`src/fpm_map.svh`:
```
// register offsets, field positions, reset values and timing counts
`ifndef FPM_MAP_SVH
`define FPM_MAP_SVH

`define FPM_ADDR_W 8
`define FPM_OFF_WAKE 8'h64
`define FPM_OFF_RX_LEVELS 8'h7c
`define FPM_OFF_TX_LEVELS 8'h80
`define FPM_OFF_PMT 8'h84

`define FPM_PMT_READY 0
`define FPM_PMT_WAKE_EN 1
`define FPM_PMT_POLARITY 2
`define FPM_PMT_PULSE 3
`define FPM_PMT_STYLE 6
`define FPM_PMT_ENERGY_DETECT_ENABLE 8
`define FPM_PMT_WAKE_ON_LAN_ENABLE 9
`define FPM_PMT_PHY_RESET_REQUEST 10
`define FPM_PMT_STATE_LO 12
`define FPM_PMT_STATE_HI 13

`define FPM_RX_STATUS_RST 8'h00
`define FPM_RX_PAYLOAD_RST 16'h0000
`define FPM_TX_STATUS_RST 8'h00
`define FPM_TX_FREE_RST 16'h1200

`define FPM_CLK_PERIOD_NS 40
`define FPM_PHY_RESET_REQUEST_NS 100000
`define FPM_PHY_RESET_REQUEST_CYCLES \
	((`FPM_PHY_RESET_REQUEST_NS + `FPM_CLK_PERIOD_NS - 1) / `FPM_CLK_PERIOD_NS)
`define FPM_PULSE_MS 50
`define FPM_READY_CYCLES 16
`define FPM_TIMER_W 26

`define FPM_RESP_OKAY 2'b00
`define FPM_RESP_SLVERR 2'b10

`endif

```
`src/fpm_pkg.sv`:
```
// types shared by the power management register bank
package fpm_pkg;

	typedef enum logic [1:0] {
		FULL_POWER_STATE = 2'b00,
		WAKE_FRAME_SLEEP_STATE = 2'b01,
		ENERGY_DETECT_SLEEP_STATE = 2'b10,
		RESERVED_STATE = 2'b11
	} fpm_power_state_t;

	typedef enum logic [1:0] {
		RDY_START = 2'b00,
		RDY_WAIT = 2'b01,
		RDY_UP = 2'b11,
		RDY_SLEEP = 2'b10
	} fpm_ready_state_t;

	typedef struct packed {
		logic rxStatusPush;
		logic rxStatusPop;
		logic rxFrameDone;
		logic [15:0] rxFrameLen;
		logic rxPayloadPop;
		logic txStatusPush;
		logic txStatusPop;
		logic txPayloadPush;
		logic txFrameDone;
		logic [15:0] txFrameLen;
	} fpm_fifo_evt_t;

	typedef struct packed {
		logic level;
		logic drive;
	} fpm_wake_pin_t;

endpackage

```
`src/fpm_down_timer.sv`:
```
// loadable down counter with busy level and expiry pulse
`timescale 1ns/1ps
module fpm_down_timer #(
	parameter int unsigned WIDTH = 26
) (
	input wire logic clk,
	input wire logic rstSync_b,
	input wire logic load,
	input wire logic [WIDTH-1:0] loadValue,
	output logic busy,
	output logic expire
);
	logic [WIDTH-1:0] cnt_q;
	logic [WIDTH-1:0] cnt_d;

	assign busy = (cnt_q != '0);
	assign expire = (cnt_q == WIDTH'(1));
	assign cnt_d = load ? loadValue : (busy ? cnt_q - WIDTH'(1) : cnt_q);

	always_ff @(posedge clk or negedge rstSync_b) begin
		if (!rstSync_b)
			cnt_q <= '0;
		else
			cnt_q <= cnt_d;
	end
endmodule // fpm_down_timer

```
`src/fpm_regs.sv`:
```
// fifo level and power management register bank on axi4-lite
// How it works
// - rx status words used sit in bits 23-16, read only, reset zero.
// - rx payload bytes used sit in bits 15-0, read only, reset zero.
// - each received frame adds its length rounded up to whole dwords.
// - tx status words used sit in bits 23-16, read only, reset zero.
// - tx payload free bytes sit in bits 15-0, read only, reset 1200h.
// - power control register stays readable in every reduced power state.
// - power control writes are ignored until one read of that register, made once ready, after reset or wake.
// - power state field bits 13-12 selects full, wake frame or energy sleep.
// - any write to the wake register wakes a sleeping device.
// - writing one to bit 10 holds phy reset 100us, then self clears.
// - writes to the phy reset bit are ignored while it reads high.
// - enabled wake-on-lan event raises interrupt, and gated wake output.
// - enabled energy detect event raises interrupt, and gated wake output.
// - bit 6 picks open drain when clear, push pull when set.
// - open drain wake output ignores polarity and is active low.
// - bit 0 reads one once the device is stable and accessible.
// - bit 3 set pulses the wake output 50ms, clear holds it.
// - bit 1 gates only the external wake output, not the interrupt.
`timescale 1ns/1ps
`include "fpm_map.svh"
module fpm_regs #(
	parameter int unsigned PULSE_CYCLES =
		(`FPM_PULSE_MS * 1000000) / `FPM_CLK_PERIOD_NS
) (
	input wire logic ref_clk,
	input wire logic rst_b,
	input wire logic [`FPM_ADDR_W-1:0] awaddr,
	input wire logic awvalid,
	output logic awready,
	input wire logic [31:0] wdata,
	input wire logic [3:0] wstrb,
	input wire logic wvalid,
	output logic wready,
	output logic [1:0] bresp,
	output logic bvalid,
	input wire logic bready,
	input wire logic [`FPM_ADDR_W-1:0] araddr,
	input wire logic arvalid,
	output logic arready,
	output logic [31:0] rdata,
	output logic [1:0] rresp,
	output logic rvalid,
	input wire logic rready,
	input wire fpm_pkg::fpm_fifo_evt_t fifoEvt,
	input wire logic wolEvent,
	input wire logic energyEvent,
	output fpm_pkg::fpm_power_state_t powerState,
	output logic phyReset,
	output logic wakeInterrupt,
	output fpm_pkg::fpm_wake_pin_t wakePin
);
	// rounds a byte count up to a whole number of dwords
	function automatic logic [15:0] dwordRound(input logic [15:0] len);
		logic [16:0] sum;
		sum = {1'b0, len} + 17'h00003;
		dwordRound = {sum[15:2], 2'b00};
	endfunction

	logic rstMeta_b;
	logic rstSync_b;

	always_ff @(posedge ref_clk or negedge rst_b) begin
		if (!rst_b) begin
			rstMeta_b <= 1'b0;
			rstSync_b <= 1'b0;
		end else begin
			rstMeta_b <= 1'b1;
			rstSync_b <= rstMeta_b;
		end
	end

	// bus handshakes
	logic wrFire;
	logic rdFire;
	logic bvalid_q;
	logic rvalid_q;
	logic [1:0] bresp_q;
	logic [1:0] rresp_q;
	logic [31:0] rdata_q;

	// write taken only with address and data together, one in flight
	assign wrFire = awvalid && wvalid && !bvalid_q;
	assign awready = wrFire;
	assign wready = wrFire;
	assign rdFire = arvalid && !rvalid_q;
	assign arready = rdFire;
	assign bvalid = bvalid_q;
	assign bresp = bresp_q;
	assign rvalid = rvalid_q;
	assign rresp = rresp_q;
	assign rdata = rdata_q;

	wire wrWake = (awaddr == `FPM_OFF_WAKE);
	wire wrPmt = (awaddr == `FPM_OFF_PMT);
	wire wrRo = (awaddr == `FPM_OFF_RX_LEVELS) ||
		(awaddr == `FPM_OFF_TX_LEVELS);
	wire wrMapped = wrWake || wrPmt || wrRo;
	wire rdWake = (araddr == `FPM_OFF_WAKE);
	wire rdRx = (araddr == `FPM_OFF_RX_LEVELS);
	wire rdTx = (araddr == `FPM_OFF_TX_LEVELS);
	wire rdPmt = (araddr == `FPM_OFF_PMT);
	wire rdMapped = rdWake || rdRx || rdTx || rdPmt;

	// readiness sequencing
	fpm_pkg::fpm_ready_state_t rdy_q;
	fpm_pkg::fpm_ready_state_t rdy_d;
	fpm_pkg::fpm_power_state_t pstate_q;
	logic readSeen_q;
	logic readyLoad;
	logic readyBusy;
	logic readyDone;
	logic ready;
	logic sleeping;
	logic wakeWrite;
	logic sleepWrite;
	logic pmtWrite;

	assign ready = (rdy_q == fpm_pkg::RDY_UP);
	assign sleeping = (rdy_q == fpm_pkg::RDY_SLEEP);
	assign readyLoad = (rdy_q == fpm_pkg::RDY_START);
	// only the wake register is heard while asleep
	assign wakeWrite = wrFire && wrWake && sleeping;
	// nothing but a wake is taken before a read
	assign pmtWrite = wrFire && wrPmt && ready && readSeen_q;
	wire [1:0] stateField = wdata[`FPM_PMT_STATE_HI:`FPM_PMT_STATE_LO];
	// reserved code is dropped rather than trusted
	assign sleepWrite = pmtWrite && wstrb[1] &&
		(stateField == 2'b01 || stateField == 2'b10);

	always_comb begin
		rdy_d = rdy_q;
		case (rdy_q)
			fpm_pkg::RDY_START: rdy_d = fpm_pkg::RDY_WAIT;
			fpm_pkg::RDY_WAIT: begin
				if (readyDone)
					rdy_d = fpm_pkg::RDY_UP;
			end
			fpm_pkg::RDY_UP: begin
				if (sleepWrite)
					rdy_d = fpm_pkg::RDY_SLEEP;
			end
			fpm_pkg::RDY_SLEEP: begin
				if (wakeWrite)
					rdy_d = fpm_pkg::RDY_START;
			end
			default: rdy_d = fpm_pkg::RDY_START;
		endcase
	end

	always_ff @(posedge ref_clk or negedge rstSync_b) begin
		if (!rstSync_b)
			rdy_q <= fpm_pkg::RDY_START;
		else
			rdy_q <= rdy_d;
	end

	fpm_down_timer #(
		.WIDTH(`FPM_TIMER_W)
	) readyTimer (
		.clk(ref_clk),
		.rstSync_b(rstSync_b),
		.load(readyLoad),
		.loadValue(`FPM_TIMER_W'(`FPM_READY_CYCLES)),
		.busy(readyBusy),
		.expire(readyDone)
	);

	// read seen flag, cleared by reset and by each wake
	always_ff @(posedge ref_clk or negedge rstSync_b) begin
		if (!rstSync_b)
			readSeen_q <= 1'b0;
		else if (wakeWrite)
			readSeen_q <= 1'b0;
		else if (rdFire && rdPmt && ready)
			readSeen_q <= 1'b1;
	end

	// power state field self clears on wake
	always_ff @(posedge ref_clk or negedge rstSync_b) begin
		if (!rstSync_b)
			pstate_q <= fpm_pkg::FULL_POWER_STATE;
		else if (wakeWrite)
			pstate_q <= fpm_pkg::FULL_POWER_STATE;
		else if (sleepWrite)
			pstate_q <= fpm_pkg::fpm_power_state_t'(stateField);
	end
	assign powerState = pstate_q;

	// control bits
	logic wolEn_q;
	logic edEn_q;
	logic style_q;
	logic polarity_q;
	logic pulse_q;
	logic wakeEn_q;

	always_ff @(posedge ref_clk or negedge rstSync_b) begin
		if (!rstSync_b) begin
			wolEn_q <= 1'b0;
			edEn_q <= 1'b0;
			style_q <= 1'b0;
			polarity_q <= 1'b0;
			pulse_q <= 1'b0;
			wakeEn_q <= 1'b0;
		end else if (pmtWrite) begin
			if (wstrb[1]) begin
				wolEn_q <= wdata[`FPM_PMT_WAKE_ON_LAN_ENABLE];
				edEn_q <= wdata[`FPM_PMT_ENERGY_DETECT_ENABLE];
			end
			if (wstrb[0]) begin
				style_q <= wdata[`FPM_PMT_STYLE];
				polarity_q <= wdata[`FPM_PMT_POLARITY];
				pulse_q <= wdata[`FPM_PMT_PULSE];
				wakeEn_q <= wdata[`FPM_PMT_WAKE_EN];
			end
		end
	end

	// phy reset, held by its own timer
	logic phyLoad;
	logic phyBusy;

	// a set bit shields itself from further writes
	assign phyLoad = pmtWrite && wstrb[1] &&
		wdata[`FPM_PMT_PHY_RESET_REQUEST] && !phyBusy;
	assign phyReset = phyBusy;

	fpm_down_timer #(
		.WIDTH(`FPM_TIMER_W)
	) phyTimer (
		.clk(ref_clk),
		.rstSync_b(rstSync_b),
		.load(phyLoad),
		.loadValue(`FPM_TIMER_W'(`FPM_PHY_RESET_REQUEST_CYCLES)),
		.busy(phyBusy),
		.expire()
	);

	// wake events: latched while their enable stays set
	logic wolHit_q;
	logic edHit_q;
	logic newHit;
	logic pulseBusy;
	logic wakeActive;

	assign newHit = (wolEvent && wolEn_q && !wolHit_q) ||
		(energyEvent && edEn_q && !edHit_q);

	always_ff @(posedge ref_clk or negedge rstSync_b) begin
		if (!rstSync_b) begin
			wolHit_q <= 1'b0;
			edHit_q <= 1'b0;
		end else begin
			wolHit_q <= wolEn_q && (wolHit_q || wolEvent);
			edHit_q <= edEn_q && (edHit_q || energyEvent);
		end
	end

	// interrupt ignores the output enable
	assign wakeInterrupt = wolHit_q || edHit_q;

	fpm_down_timer #(
		.WIDTH(`FPM_TIMER_W)
	) pulseTimer (
		.clk(ref_clk),
		.rstSync_b(rstSync_b),
		.load(newHit && pulse_q),
		.loadValue(`FPM_TIMER_W'(PULSE_CYCLES)),
		.busy(pulseBusy),
		.expire()
	);

	assign wakeActive = wakeEn_q && (pulse_q ? pulseBusy :
		wakeInterrupt);

	// open drain pulls low only when active; push pull always drives
	assign wakePin.level = style_q ? (wakeActive == polarity_q) :
		1'b0;
	assign wakePin.drive = style_q ? 1'b1 : wakeActive;

	// fifo level counters
	logic [7:0] rxStatus_q;
	logic [15:0] rxPayload_q;
	logic [7:0] txStatus_q;
	logic [15:0] txFree_q;

	wire [7:0] rxStatusD = rxStatus_q + {7'h00, fifoEvt.rxStatusPush} -
		{7'h00, fifoEvt.rxStatusPop};
	wire [15:0] rxAdd = fifoEvt.rxFrameDone ?
		dwordRound(fifoEvt.rxFrameLen) : 16'h0000;
	wire [15:0] rxSub = fifoEvt.rxPayloadPop ? 16'h0004 : 16'h0000;
	wire [7:0] txStatusD = txStatus_q + {7'h00, fifoEvt.txStatusPush} -
		{7'h00, fifoEvt.txStatusPop};
	wire [15:0] txAdd = fifoEvt.txFrameDone ?
		dwordRound(fifoEvt.txFrameLen) : 16'h0000;
	// the count trusts the host not to overfill
	wire [15:0] txSub = fifoEvt.txPayloadPush ? 16'h0004 : 16'h0000;

	always_ff @(posedge ref_clk or negedge rstSync_b) begin
		if (!rstSync_b) begin
			rxStatus_q <= `FPM_RX_STATUS_RST;
			rxPayload_q <= `FPM_RX_PAYLOAD_RST;
			txStatus_q <= `FPM_TX_STATUS_RST;
			txFree_q <= `FPM_TX_FREE_RST;
		end else begin
			rxStatus_q <= rxStatusD;
			rxPayload_q <= rxPayload_q + rxAdd - rxSub;
			txStatus_q <= txStatusD;
			txFree_q <= txFree_q + txAdd - txSub;
		end
	end

	// read data assembly, reserved bits zero
	logic [31:0] pmtWord;
	wire [31:0] rxWord = {8'h00, rxStatus_q, rxPayload_q};
	wire [31:0] txWord = {8'h00, txStatus_q, txFree_q};

	always_comb begin
		pmtWord = 32'h00000000;
		pmtWord[`FPM_PMT_STATE_HI:`FPM_PMT_STATE_LO] = pstate_q;
		pmtWord[`FPM_PMT_PHY_RESET_REQUEST] = phyBusy;
		pmtWord[`FPM_PMT_WAKE_ON_LAN_ENABLE] = wolEn_q;
		pmtWord[`FPM_PMT_ENERGY_DETECT_ENABLE] = edEn_q;
		pmtWord[`FPM_PMT_STYLE] = style_q;
		pmtWord[`FPM_PMT_PULSE] = pulse_q;
		pmtWord[`FPM_PMT_POLARITY] = polarity_q;
		pmtWord[`FPM_PMT_WAKE_EN] = wakeEn_q;
		pmtWord[`FPM_PMT_READY] = ready;
	end

	// power control answers in every state
	wire [31:0] rdWord = rdPmt ? pmtWord :
		rdRx ? rxWord : rdTx ? txWord : 32'h00000000;

	always_ff @(posedge ref_clk or negedge rstSync_b) begin
		if (!rstSync_b) begin
			rvalid_q <= 1'b0;
			rresp_q <= `FPM_RESP_OKAY;
			rdata_q <= 32'h00000000;
		end else if (rdFire) begin
			rvalid_q <= 1'b1;
			rresp_q <= rdMapped ? `FPM_RESP_OKAY : `FPM_RESP_SLVERR;
			rdata_q <= rdWord;
		end else if (rready) begin
			rvalid_q <= 1'b0;
		end
	end

	always_ff @(posedge ref_clk or negedge rstSync_b) begin
		if (!rstSync_b) begin
			bvalid_q <= 1'b0;
			bresp_q <= `FPM_RESP_OKAY;
		end else if (wrFire) begin
			bvalid_q <= 1'b1;
			// ignored writes to mapped registers still finish okay; unmapped ones get slverr
			bresp_q <= wrMapped ? `FPM_RESP_OKAY : `FPM_RESP_SLVERR;
		end else if (bready) begin
			bvalid_q <= 1'b0;
		end
	end
endmodule // fpm_regs

```
`config.mk`:
```
export PLATFORM = sky130hd
export DESIGN_NAME = fpm_regs
export DESIGN_NICKNAME = d
export VERILOG_FILES = /design/src/fpm_pkg.sv /design/src/fpm_down_timer.sv /design/src/fpm_regs.sv
export VERILOG_INCLUDE_DIRS = /design/src
export SDC_FILE = /design/constraint.sdc
export NUM_CORES = 1
export LEC_CHECK = 0
export BUFFER_PORTS_ARGS = -buffer_cell sky130_fd_sc_hd__buf_2
export CELL_PAD_IN_SITES_DETAIL_PLACEMENT = 1
export CELL_PAD_IN_SITES_GLOBAL_PLACEMENT = 1
export CORE_MARGIN = 2
export CORE_UTILIZATION = 45
export DETAILED_ROUTE_END_ITERATION = 16
export PLACE_DENSITY_LB_ADDON = 0.1
export SYNTH_ARGS = -nofsm -noshare
export SYNTH_HDL_FRONTEND = slang
export SYNTH_HIERARCHICAL = 1
export SYNTH_SLANG_ARGS = --single-unit
```
`constraint.sdc`:
```
create_clock -name ref_clk -period 5.6 [get_ports ref_clk]
set_input_delay 1.4 -clock ref_clk [delete_from_list [all_inputs] [get_ports ref_clk]]
set_output_delay 1.4 -clock ref_clk [all_outputs]
set_load 0.02 [all_outputs]
```
# Word level (Yosys, flattened, before mapping)

Index checks and enable logic that the tools add are counted.

Word-level logic and storage cells: 138
Output and inout port bits: 47
Input port bits: 101
Bits in registers: 179

Multiplexer cells: 30
Equality and inequality tests: 18
$add $sub $neg: 13
Reduce and logical (&&, ||, !) cells: 52

Operators with widths:

| operator                                               | number |
|---|---|
| 2-to-1 mux 26 bit                                      | 6 |
| nonzero test 26 bit                                    | 3 |
| subtractor 26 x 1 -> 26 bit (second input constant)    | 3 |
| 2-to-1 mux 24 bit                                      | 3 |
| adder 16 bit                                           | 2 |
| adder 16 x 2 -> 16 bit (second input constant)         | 2 |
| == test 8 x 7 -> 1 bit (second input constant)         | 4 |
| == test 8 bit (second input constant)                  | 4 |
| 2-to-1 mux 16 bit                                      | 2 |
| subtractor 16 x 3 -> 16 bit                            | 2 |
| == test 26 x 1 -> 1 bit (second input constant)        | 1 |
| logical AND 1 bit                                      | 22 |
| adder 8 x 1 -> 8 bit                                   | 2 |
| subtractor 8 x 1 -> 8 bit                              | 2 |
| 2-to-1 mux 2 bit                                       | 7 |
| nonzero test 2 bit                                     | 7 |
| logical OR 1 bit                                       | 11 |
| 2-to-1 mux 1 bit                                       | 9 |
| case mux 2 bit (4 select lines)                        | 1 |
| == test 2 bit (second input constant)                  | 3 |
| 2-to-1 mux 3 bit                                       | 2 |
| zero test 1 bit                                        | 5 |
| == test 2 x 1 -> 1 bit (second input constant)         | 2 |
| inequality test 2 x 1 -> 1 bit (second input constant) | 2 |
| 5 further kinds                                        | 6 |

# Longest topological paths before layout

Gate-level depths: netlist of the first run.

Depth in word-level cells: 9
Depth in mapped cells: 16
Mapped depth without buffers: 15

# Modules after synthesis

The synthesis of the first run kept the hierarchy.

Modules (own cells, without submodules):

| module         | sequential area each (um^2) | instances | cells an instance | area each (um^2) |
|---|---|---|---|---|
| fpm_regs       | 2179.6                      | 1         | 729               | 6481.2 |
| fpm_down_timer | 650.6                       | 3         | 197               | 1769.2 |

# Worst setup path after synthesis of the first run

OpenSTA, ideal clock, no wires.

Path kind: input to register
Start: input port fifoEvt[0] in the netlist's numbering
End: register txFree_q[12]
Stages: 16
Data required time: 5522 ps
Arrival time: 4161 ps
Setup time: 78 ps
Slack: 1361 ps
Path through: o211a_1 > and4_1 > buf_2 > and4_1 > nand2_1 > xnor2_1 > nand2_1 > ha_1 > inv_1 > ha_1 > a21o_1 > or2_2 > or3_1 > o21ai_0 > a31oi_1 > and3_1

Longest elaborated chain between the ends: 4

RTL lines:

| item                        | RTL line        | text |
|---|---|---|
| start, declared             | fpm_regs.sv:46  | `input wire fpm_pkg::fpm_fifo_evt_t fifoEvt,` |
| adder 16 x 2 -> 16 bit      | fpm_regs.sv:57  | `sum = {1'b0, len} + 17'h00003;` |
| 2-to-1 mux 16 bit           | fpm_regs.sv:296 | `wire [15:0] txAdd = fifoEvt.txFrameDone ?` |
| adder 16 bit                | fpm_regs.sv:311 | `txFree_q <= txFree_q + txAdd - txSub;` |
| subtractor 16 x 3 -> 16 bit | fpm_regs.sv:311 |  |
| end signal, assigned        | fpm_regs.sv:306 | `` txFree_q <= `FPM_TX_FREE_RST; `` |
| end signal, assigned        | fpm_regs.sv:311 |  |
| end, declared               | fpm_regs.sv:287 | `logic [15:0] txFree_q;` |

Every way passes these cells.
A chain may end at the register's enable or synchronous reset.

==> results of run 1 <==
## routing by layer
metal | vias to the layer above | wire length, µm | GRT usage [%]
met4 | 0 | 500 | 5.839
met1 | 5004 | 13870 | 29.50
met3 | 42 | 968 | 4.421
met2 | 120 | 16160 | 42.98
met5 | - | 0 | 0
li1 | 4913 | - | -
## final timing paths
kind                                                 start                        endpoint  depth (start not counted)
max in group asynchronous              rstSync_b$_DFF_PN0_              edEn_q$_DFFE_PN0P_                          1
max reg2reg                  phyTimer/cnt_q[0]$_DFFE_PN0P_  phyTimer/cnt_q[19]$_DFFE_PN0P_                         10
min                                    rstSync_b$_DFF_PN0_          txFree_q[15]$_DFF_PN0_                          0
min in group ref_clk                   rstMeta_b$_DFF_PN0_             rstSync_b$_DFF_PN0_                          0
max                        pulseTimer/cnt_q[0]$_DFFE_PN0P_                      wakePin[1]                         11
min reg2reg                            rstSync_b$_DFF_PN0_          txFree_q[15]$_DFF_PN0_                          0
## worst max-delay path, delay by kind of cell (launching register included)
kind                       cells  cell delay, ns
DFF                            1            0.46
AOI/OAI and AO/OA              1            0.13
buffers and inverters          3            0.39
and+or+nand+nor                5            1.47
xor gates and xnor gates       1            0.16
adders and majority gates      1            0.21
## sequential cells by signal, summed over array words and instances (netlist names), 2 cells and up
name and flops:
rdy_q 2, txFree_q 14, phyTimer/cnt_q 26, powerState 2, rdata 24, txStatus_q 8
rxPayload_q 14, rxStatus_q 8, pulseTimer/cnt_q 26, readyTimer/cnt_q 26
## stage by stage
stage	util, %	hold slack, ns
2_1_floorplan	-	0.3312
3_3_place_gp	49.93	0.3058
3_5_place_dp	49.93	0.3235
4_1_cts	52.12	0.3296
5_1_grt	52.12	0.3433
6_report	52.12	0.3056
## cells in the final DEF (no fill, tap or decap), types with 5 or more instances in the layout
master	n
a2111oi_0	6
a2111oi_2	15
a21o_1	16
a21oi_1	35
a22oi_1	8
a311oi_1	6
and3_1	9
and4_1	14
buf_2	112
buf_4	5
clkbuf_16	17
clkinvlp_4	6
conb_1	89
dfrtp_1	162
fa_1	6
ha_1	71
inv_1	151
mux2i_1	24
nand2_1	157
nand2b_1	13
nand3_1	29
nand3b_1	11
nand4_1	18
nor2_1	80
nor2b_1	10
nor3_1	32
nor3b_1	5
nor4_1	39
nor4_4	7
o211ai_1	7
o21a_1	12
o21ai_0	73
o31a_1	15
o31ai_1	27
o41ai_1	5
or2_2	5
or3_1	7
or4_1	10
xnor2_1	51
xor2_1	47
## power by group through the flow
stage,registers [W],clock network [W],logic [W]
floorplan,0.00159,0,0.00204
detailed placement,0.00165,0,0.00260
CTS,0.00163,0.00119,0.00265
global route,0.00165,0.00124,0.00300
finish,0.00163,0.00117,0.00262
global placement,0.00164,0,0.00247
## cell type report
class	count	area (µm²)
well taps	335	419.2
clock buffers	19	442.9
flip-flops and latches	165	4135
repair buffers	118	618.1
fillers	3135	12370
multi-input cells	1040	7161
clock inverters	13	123.9
inverters	151	566.8
==> results.json, run 1 <==
{
  "antenna_left": 0,
  "place_area_um2": 12900,
  "drt-total-wl_mm": 31.50,
  "switchingPower_w": 0.002176,
  "end_kind": "output pin",
  "fin_setup_tns_ns": 0,
  "synth_area_um2": 11750,
  "rsz0062_at_grt": "no",
  "max_stage_delay_ns": 0.59,
  "postCtsResizedCells": 0,
  "critPathMaxFanout": 8,
  "antenna_found_initial": 1,
  "p_leak_nw": 5.998,
  "cp_slowest_cell": "nor3b_2",
  "maxCapViolCount": 0,
  "wl_per_cell_um": 17.11,
  "crit_type": "flop to output pin",
  "hold_class": "flop to asynchronous set/reset pin",
  "finalHoldViolations": 0,
  "row_count": 59,
  "clock_sinks": 165,
  "instances_no_fill": 1841,
  "port_buffers": 112,
  "critPathArrivalTime_ns": 3.25,
  "grt_max_degree": 134,
  "core_area_um2": 25840,
  "clock_latency_ns": 0.44,
  "overflow": 0,
  "relSlewSlack_pct": 25.49,
  "initial_core_util_pct": 45.46,
  "die_x_um": 165.6,
  "syn_avg_cell_area_um2": 8.939,
  "start_kind": "flop",
  "post_cts_buffers": 0,
  "antennaDiodeCount": 0,
  "ff2ff_setup_slack_ns": 2.00,
  "crit_required_ns": 4.20,
  "seq_power_share_pct": 30.0,
  "grtUsageTotal_pct": 23.90,
  "power_frac_clock_pct": 21.5,
  "syn_to_final_growth_pct": 14.65,
  "fin_crit_sh_pct": 83.01,
  "period_minus_slack_ns": 4.649,
  "root_buffer": "clkbuf_16",
  "slew_violations": 0,
  "cpMostUsedCell": "inv_1",
  "grt_pass1_vias": 10540,
  "gp_congestion": 0.8469,
  "cts_hold_buf": 0,
  "fin_nets": 1671,
  "tightest_slew_ns": 1.117,
  "drc_errors": 0,
  "power_frac_comb_pct": 48.4,
  "status": "finished, final reports clean",
  "p_sw_share_pct": 40.23,
  "finClkSkew_ns": 0.01277,
  "cts_tree": "built",
  "first_pass_iters": 4,
  "drive_gt1_share_pct": 14.34,
  "detailedPlace.worstSlack_ns": 0.9261,
  "viasPerCell": 5.475,
  "fin_ws_ns": 0.9514,
  "boundaryPins": 148,
  "dpl.cell_count": 1809,
  "fin_area_um2": 13470,
  "drt_iter0_drc": 453,
  "synth_cells": 1314,
  "timing.fmax_ghz": 0.2151,
  "p_per_area_nw_per_um2": 401.6,
  "die_h_um": 165.6,
  "crit_chain": "inv_1 > ha_1 > nor3b_2 > nand4_4 > nor2_4 > inv_1 > nand2b_1 > o211ai_1 > xor2_1 > and2_1 > buf_2",
  "h-tree-depth": 4,
  "yosys_warnings": 6,
  "fin_total_pwr_w": 0.005408,
  "dp_hpwl_mm": 23.05,
  "setup_viol": 0,
  "vias": 10080,
  "die-area_um2": 27410,
  "p_int_w": 0.003232,
  "ir_worst_vdd_v": 0.0002856,
  "cts_made_buffers": 17,
  "grt_pass1_wl_mm": 51.95,
  "path_clk_slew_ns": 0.07,
  "cts_max_path_buffers": 2
}
(Power assumes the default switching activity.)
==> run 2, diff against run 1 <==
--- a/config.mk
+++ b/config.mk
@@ -10,7 +10,7 @@
 export CELL_PAD_IN_SITES_DETAIL_PLACEMENT = 1
 export CELL_PAD_IN_SITES_GLOBAL_PLACEMENT = 1
 export CORE_MARGIN = 2
-export CORE_UTILIZATION = 45
+export CORE_UTILIZATION = 41
 export DETAILED_ROUTE_END_ITERATION = 16
 export PLACE_DENSITY_LB_ADDON = 0.1
 export SYNTH_ARGS = -nofsm -noshare
==> constraint.sdc (replaced) <==
create_clock -name ref_clk -period 4.1 [get_ports ref_clk]
set_input_delay 1.025 -clock ref_clk [delete_from_list [all_inputs] [get_ports ref_clk]]
set_output_delay 1.025 -clock ref_clk [all_outputs]
set_load 0.02 [all_outputs]
==> run 2 against run 1 <==
- combinational power increased by 37%
- first-iteration DRC count decreased by 11%
- register-to-register slack got worse by 0.96 ns
- utilization decreased by 3.0 points
- largest power group unchanged
- sequential power increased by 37%
- final cell count increased by 3.4%
- critical path type unchanged
==> results.json, run 2 (synthesized netlist as in run 1, its figures left out) <==
{
  "grt_pass1_vias": 10800,
  "fillCellCount": 3367,
  "drive_gt1_share_pct": 15.67,
  "drc_errors": 0,
  "syn_to_final_growth_pct": 17.22,
  "grt_pass1_wl_mm": 53.92,
  "post_cts_buffers": 0,
  "cts_made_buffers": 17,
  "hold_class": "flop to flop",
  "grt_max_degree": 69,
  "grtUsageTotal_pct": 22.01,
  "p_per_area_nw_per_um2": 548.7,
  "start_kind": "flop",
  "power_frac_comb_pct": 47.3,
  "cts_max_path_buffers": 2,
  "clock_sinks": 165,
  "antenna_found_initial": 2,
  "fin_total_pwr_w": 0.007555,
  "multi_input_area_um2": 7179,
  "h-tree-depth": 4,
  "critPathMaxFanout": 7,
  "final_common_cell": "dfrtp_1",
  "crit_type": "flop to output pin",
  "clock_latency_ns": 0.45,
  "grt_busiest_layer": "met2",
  "wl_per_cell_um": 16.75,
  "place_area_um2": 13110,
  "timing.fmax_ghz": 0.2573,
  "slew_violations": 0,
  "post-route-util_pct": 49.16,
  "power_frac_clock_pct": 23.2,
  "overflow": 0,
  "p_sw_share_pct": 40.15,
  "die_h_um": 173.3,
  "viasPerCell": 5.320,
  "rsz0062_at_grt": "no",
  "path_clk_slew_ns": 0.07,
  "startpoint": "pulseTimer/cnt_q[0]$_DFFE_PN0P_",
  "fin_nets": 1690,
  "crit_required_ns": 3.07,
  "final-seq-area_um2": 4135,
  "first_pass_iters": 6,
  "hold_start": "rstMeta_b$_DFF_PN0_",
  "initial_core_util_pct": 41.94,
  "port_buffers": 112,
  "use_met2_pct": 39.82,
  "boundaryPins": 148,
  "finalHoldViolations": 0,
  "grtUsageMet3_pct": 3.026,
  "finClkSkew_ns": 0.01581,
  "tightest_slew_ns": 0.9710,
  "fin_area_um2": 13770,
  "switchingPower_w": 0.003034,
  "drt-total-wl_mm": 31.90,
  "postCtsResizedCells": 0,
  "root_buffer": "clkbuf_16",
  "critPathArrivalTime_ns": 2.86,
  "core_area_um2": 28010,
  "r2r_start": "phyTimer/cnt_q[19]$_DFFE_PN0P_",
  "end_kind": "output pin",
  "vias": 10130,
  "ff2ff_setup_slack_ns": 1.04,
  "dp_hpwl_mm": 24.08,
  "gp_congestion": 0.8069,
  "p_leak_nw": 6.152,
  "die-area_um2": 30020,
  "fin_crit_sh_pct": 94.81,
  "setup_viol": 0,
  "grt_use_met1_pct": 26.93,
  "die_x_um": 173.3,
  "fin_setup_tns_ns": 0,
  "status": "finished, final reports clean",
  "final_cell_mix": "dfrtp_1 (162), nand2_1 (157), inv_1 (151)",
  "seq_power_share_pct": 29.5,
  "drt_iter0_drc": 403,
  "maxCapViolCount": 0,
  "reg.largest.list": "phyTimer/cnt_q (26), pulseTimer/cnt_q (26), readyTimer/cnt_q (26)",
  "ir_worst_vdd_v": 0.0003117,
  "period_minus_slack_ns": 3.887,
  "cts_hold_buf": 0,
  "relSlewSlack_pct": 35.26,
  "cts_tree": "built",
  "antenna_left": 0,
  "row_count": 61,
  "p_int_w": 0.004521
}
[run 2: layout make-up]
cell class	instances	share of cell area, %
multi-input cells	1040	52.14
clock buffers	17	3.089
repair buffers	137	5.616
flip-flops and latches	165	30.03
clock inverters	15	1.554
inverters	151	4.116
well taps	378	3.435
diodes	1	0.01817
[run 2: power by group through the flow]
stage	logic [W]	registers, W	clock network, W
finish	0.00358	0.00223	0.00175
global placement	0.00344	0.00225	0
detailed placement	0.00359	0.00227	0
floorplan	0.00278	0.00217	0
CTS	0.00364	0.00224	0.00180
global route	0.00411	0.00227	0.00186
[run 2: path summary, 6_finish.rpt]
kind | endpoint | cells past startpoint
min in group asynchronous | rstSync_b$_DFF_PN0_ | 1
min | rstSync_b$_DFF_PN0_ | 0
max in group asynchronous | phyTimer/cnt_q[9]$_DFFE_PN0P_ | 1
min reg2reg | rstSync_b$_DFF_PN0_ | 0
max reg2reg | phyTimer/cnt_q[19]$_DFFE_PN0P_ | 8
max | wakePin[1] | 11
[run 2: critical path, cell delays in order, from the launching register on]
cell and delay (ns):
dfrtp_1 0.46, inv_1 0.11, ha_1 0.21, nor3b_2 0.29
nand4_4 0.22, nor2_4 0.25, inv_1 0.12, nand2b_1 0.16
o211ai_1 0.14, xor2_1 0.17, and2_1 0.14, buf_2 0.16
[run 2: per-stage QoR]
step	std cells	hold slack, ns	worst slack, ns
floorplan	1401	0.3311	0.2364
global placement	1871	0.3376	0.09161
finish	1904	0.3462	0.2129
global route	1903	0.3322	0.009632
CTS	1903	0.3346	0.1104
detailed placement	1871	0.3403	0.06862
[run 2: layer usage]
| layer | vias up | part of all wire, % |
|---|---|---|
| met5 | - | 0 |
| met4 | 0 | 2.3 |
| met3 | 41 | 2.6 |
| met2 | 121 | 51 |
| met1 | 5018 | 44 |
| li1 | 4950 | - |
==> run 3, diff against run 2 <==
--- a/config.mk
+++ b/config.mk
@@ -9,6 +9,7 @@
 export BUFFER_PORTS_ARGS = -buffer_cell sky130_fd_sc_hd__buf_2
 export CELL_PAD_IN_SITES_DETAIL_PLACEMENT = 1
 export CELL_PAD_IN_SITES_GLOBAL_PLACEMENT = 1
+export CORE_ASPECT_RATIO = 1.4
 export CORE_MARGIN = 2
 export CORE_UTILIZATION = 41
 export DETAILED_ROUTE_END_ITERATION = 16
==> run 3 against run 2 <==
- sequential power about the same
- highest routed layer unchanged
- critical path depth shrank 2
- clock skew decreased by 0.0027 ns
- clock power is 12% lower
- critical path type unchanged
- design area decreased by 1.0%
- largest power group unchanged
- register-to-register slack got worse by 0.18 ns
- non-clock buffer count shrank 4
==> results.json, run 3 (synthesized netlist as in run 1, its figures left out) <==
{
  "status": "finished, final reports clean",
  "reg2regPathDepth": 8,
  "cts_hold_buf": 0,
  "fin_nets": 1686,
  "path_clk_slew_ns": 0.06,
  "antenna_found_initial": 0,
  "end_kind": "output pin",
  "fin_crit_sh_pct": 93.51,
  "dp_hpwl_mm": 23.81,
  "clock_latency_ns": 0.44,
  "hold_start": "rstMeta_b$_DFF_PN0_",
  "reg.largest.list": "phyTimer/cnt_q (26), pulseTimer/cnt_q (26), readyTimer/cnt_q (26)",
  "drt_iter0_drc": 379,
  "cts_tree": "built",
  "final_cell_mix": "dfrtp_1 (162), nand2_1 (157), inv_1 (151)",
  "place_area_um2": 13060,
  "fin_setup_tns_ns": 0,
  "finClkSkew_ns": 0.01307,
  "first_pass_iters": 6,
  "r2r_start": "phyTimer/cnt_q[22]$_DFFE_PN0P_",
  "wl_met2_mm": 16.66,
  "die_h_um": 204.3,
  "fin_area_um2": 13630,
  "viasPerCell": 5.313,
  "hold_ws_ns": 0.3529,
  "relSlewSlack_pct": 38.29,
  "h-tree-depth": 4,
  "rr_endpoint": "phyTimer/cnt_q[17]$_DFFE_PN0P_",
  "antenna_left": 0,
  "timing.fmax_ghz": 0.2608,
  "wl_met3_um": 835,
  "grt_pass1_vias": 10800,
  "critPathArrivalTime_ns": 2.81,
  "ff2ff_setup_slack_ns": 0.86,
  "p_per_area_nw_per_um2": 539.9,
  "setup_viol": 0,
  "gp_congestion": 0.8023,
  "crit_type": "flop to output pin",
  "drc_errors": 0,
  "dr.max_layer_used": "met4",
  "maxCapViolCount": 0,
  "syn_to_final_growth_pct": 16.01,
  "core_area_um2": 28310,
  "overflow": 0,
  "critPathMaxFanout": 7,
  "post-route-util_pct": 48.13,
  "tightest_slew_ns": 0.9255,
  "vias": 10070,
  "crit_required_ns": 3.07,
  "cp_slowest_cell": "nor4_1",
  "finalHoldViolations": 0,
  "grt_pass1_wl_mm": 53.74,
  "final_common_cell": "dfrtp_1",
  "slew_violations": 0,
  "wl_met1_mm": 13.37,
  "hold-path-endpoint": "rstSync_b$_DFF_PN0_",
  "boundaryPins": 148,
  "p_leak_nw": 6.076,
  "grt_max_degree": 73,
  "rsz0062_at_grt": "no",
  "row_count": 73,
  "port_buffers": 112,
  "cts_made_buffers": 17,
  "root_buffer": "clkbuf_16",
  "clock_sinks": 165,
  "die_x_um": 147.1,
  "start_kind": "flop",
  "crit_chain": "nor4_1 > nand3_2 > nor2_4 > inv_1 > nand2b_1 > o211ai_1 > xor2_1 > and2_1 > buf_2",
  "fin_total_pwr_w": 0.007357,
  "max_stage_delay_ns": 0.54,
  "ir_worst_vdd_v": 0.0004621,
  "antennaDiodeCount": 0,
  "whs_path_depth": 0,
  "grtUsageTotal_pct": 22.01,
  "hold_class": "flop to flop",
  "drive_gt1_share_pct": 15.32,
  "die-area_um2": 30040,
  "drt-total-wl_mm": 31.45,
  "period_minus_slack_ns": 3.834,
  "cts_max_path_buffers": 2,
  "wl_per_cell_um": 16.59,
  "initial_core_util_pct": 41.48
}
run 3: cell count changes in the layout (fill, tap and decap cells not counted), sizes merged:
cell	previous run	this run
diode	1	0
buf	137	133
clkbuf	17	20
clkinvlp	0	4
bufinv	2	0
inv	157	156
clkinv	7	3
run 3: report_power, final:
| group | switching [W] | internal, W | leakage [nW] | total, W |
|---|---|---|---|---|
| Combinational | 0.00194 | 0.00162 | 3.80 | 0.00356 |
| Sequential | 0.000289 | 0.00196 | 2.01 | 0.00225 |
| Clock | 0.000721 | 0.000817 | 0.260 | 0.00154 |
run 3: repair_timing:
| item | 4_1_cts | 5_1_grt |
|---|---|---|
| endpoints found under the setup margin | 0 | 1 |
| gates resized for setup | 0 | 2 |
| buffers inserted | 0 | 0 |
run 3: critical path: cells and delay by family (launching register included):
family | cells | cell delay [ns]
AOI/OAI and AO/OA | 1 | 0.14
xor gates and xnor gates | 1 | 0.16
buffers and inverters | 2 | 0.25
and+or+nand+nor | 5 | 1.40
DFF | 1 | 0.42
run 3: routing by layer:
metal / global-route usage (%) / vias to the layer above
met3: 3.125 / 30
met1: 25.54 / 4996
li1: - / 4935
met5: 0 / -
met2: 41.76 / 112
met4: 6.387 / 0
run 3: final cells by class:
class	count	area (µm²)
clock buffers	20	456.7
repair buffers	133	730.7
well taps	375	469.2
fillers	3430	14690
inverters	151	566.8
clock inverters	12	96.34
multi-input cells	1040	7172
flip-flops and latches	165	4135
run 3: stage by stage:
step	worst slack, ns	instances
after floorplan	0.2364	1401
after global placement	0.08708	1864
after detailed placement	0.06230	1864
after CTS	0.1514	1896
after global routing	0.01164	1896
final	0.2661	1896
run 3: how the worst max path moves through the flow:
stage                                     startpoint                      to  slack, ns
floorplan                                 fifoEvt[0]  txFree_q[12]$_DFF_PN1_       0.24
global placement                          fifoEvt[0]  txFree_q[14]$_DFF_PN0_       0.09
detailed placement                        fifoEvt[0]  txFree_q[14]$_DFF_PN0_       0.06
CTS                 pulseTimer/cnt_q[22]$_DFFE_PN0P_              wakePin[1]       0.15
global route         pulseTimer/cnt_q[0]$_DFFE_PN0P_              wakePin[1]       0.01
finish              pulseTimer/cnt_q[19]$_DFFE_PN0P_              wakePin[1]       0.27
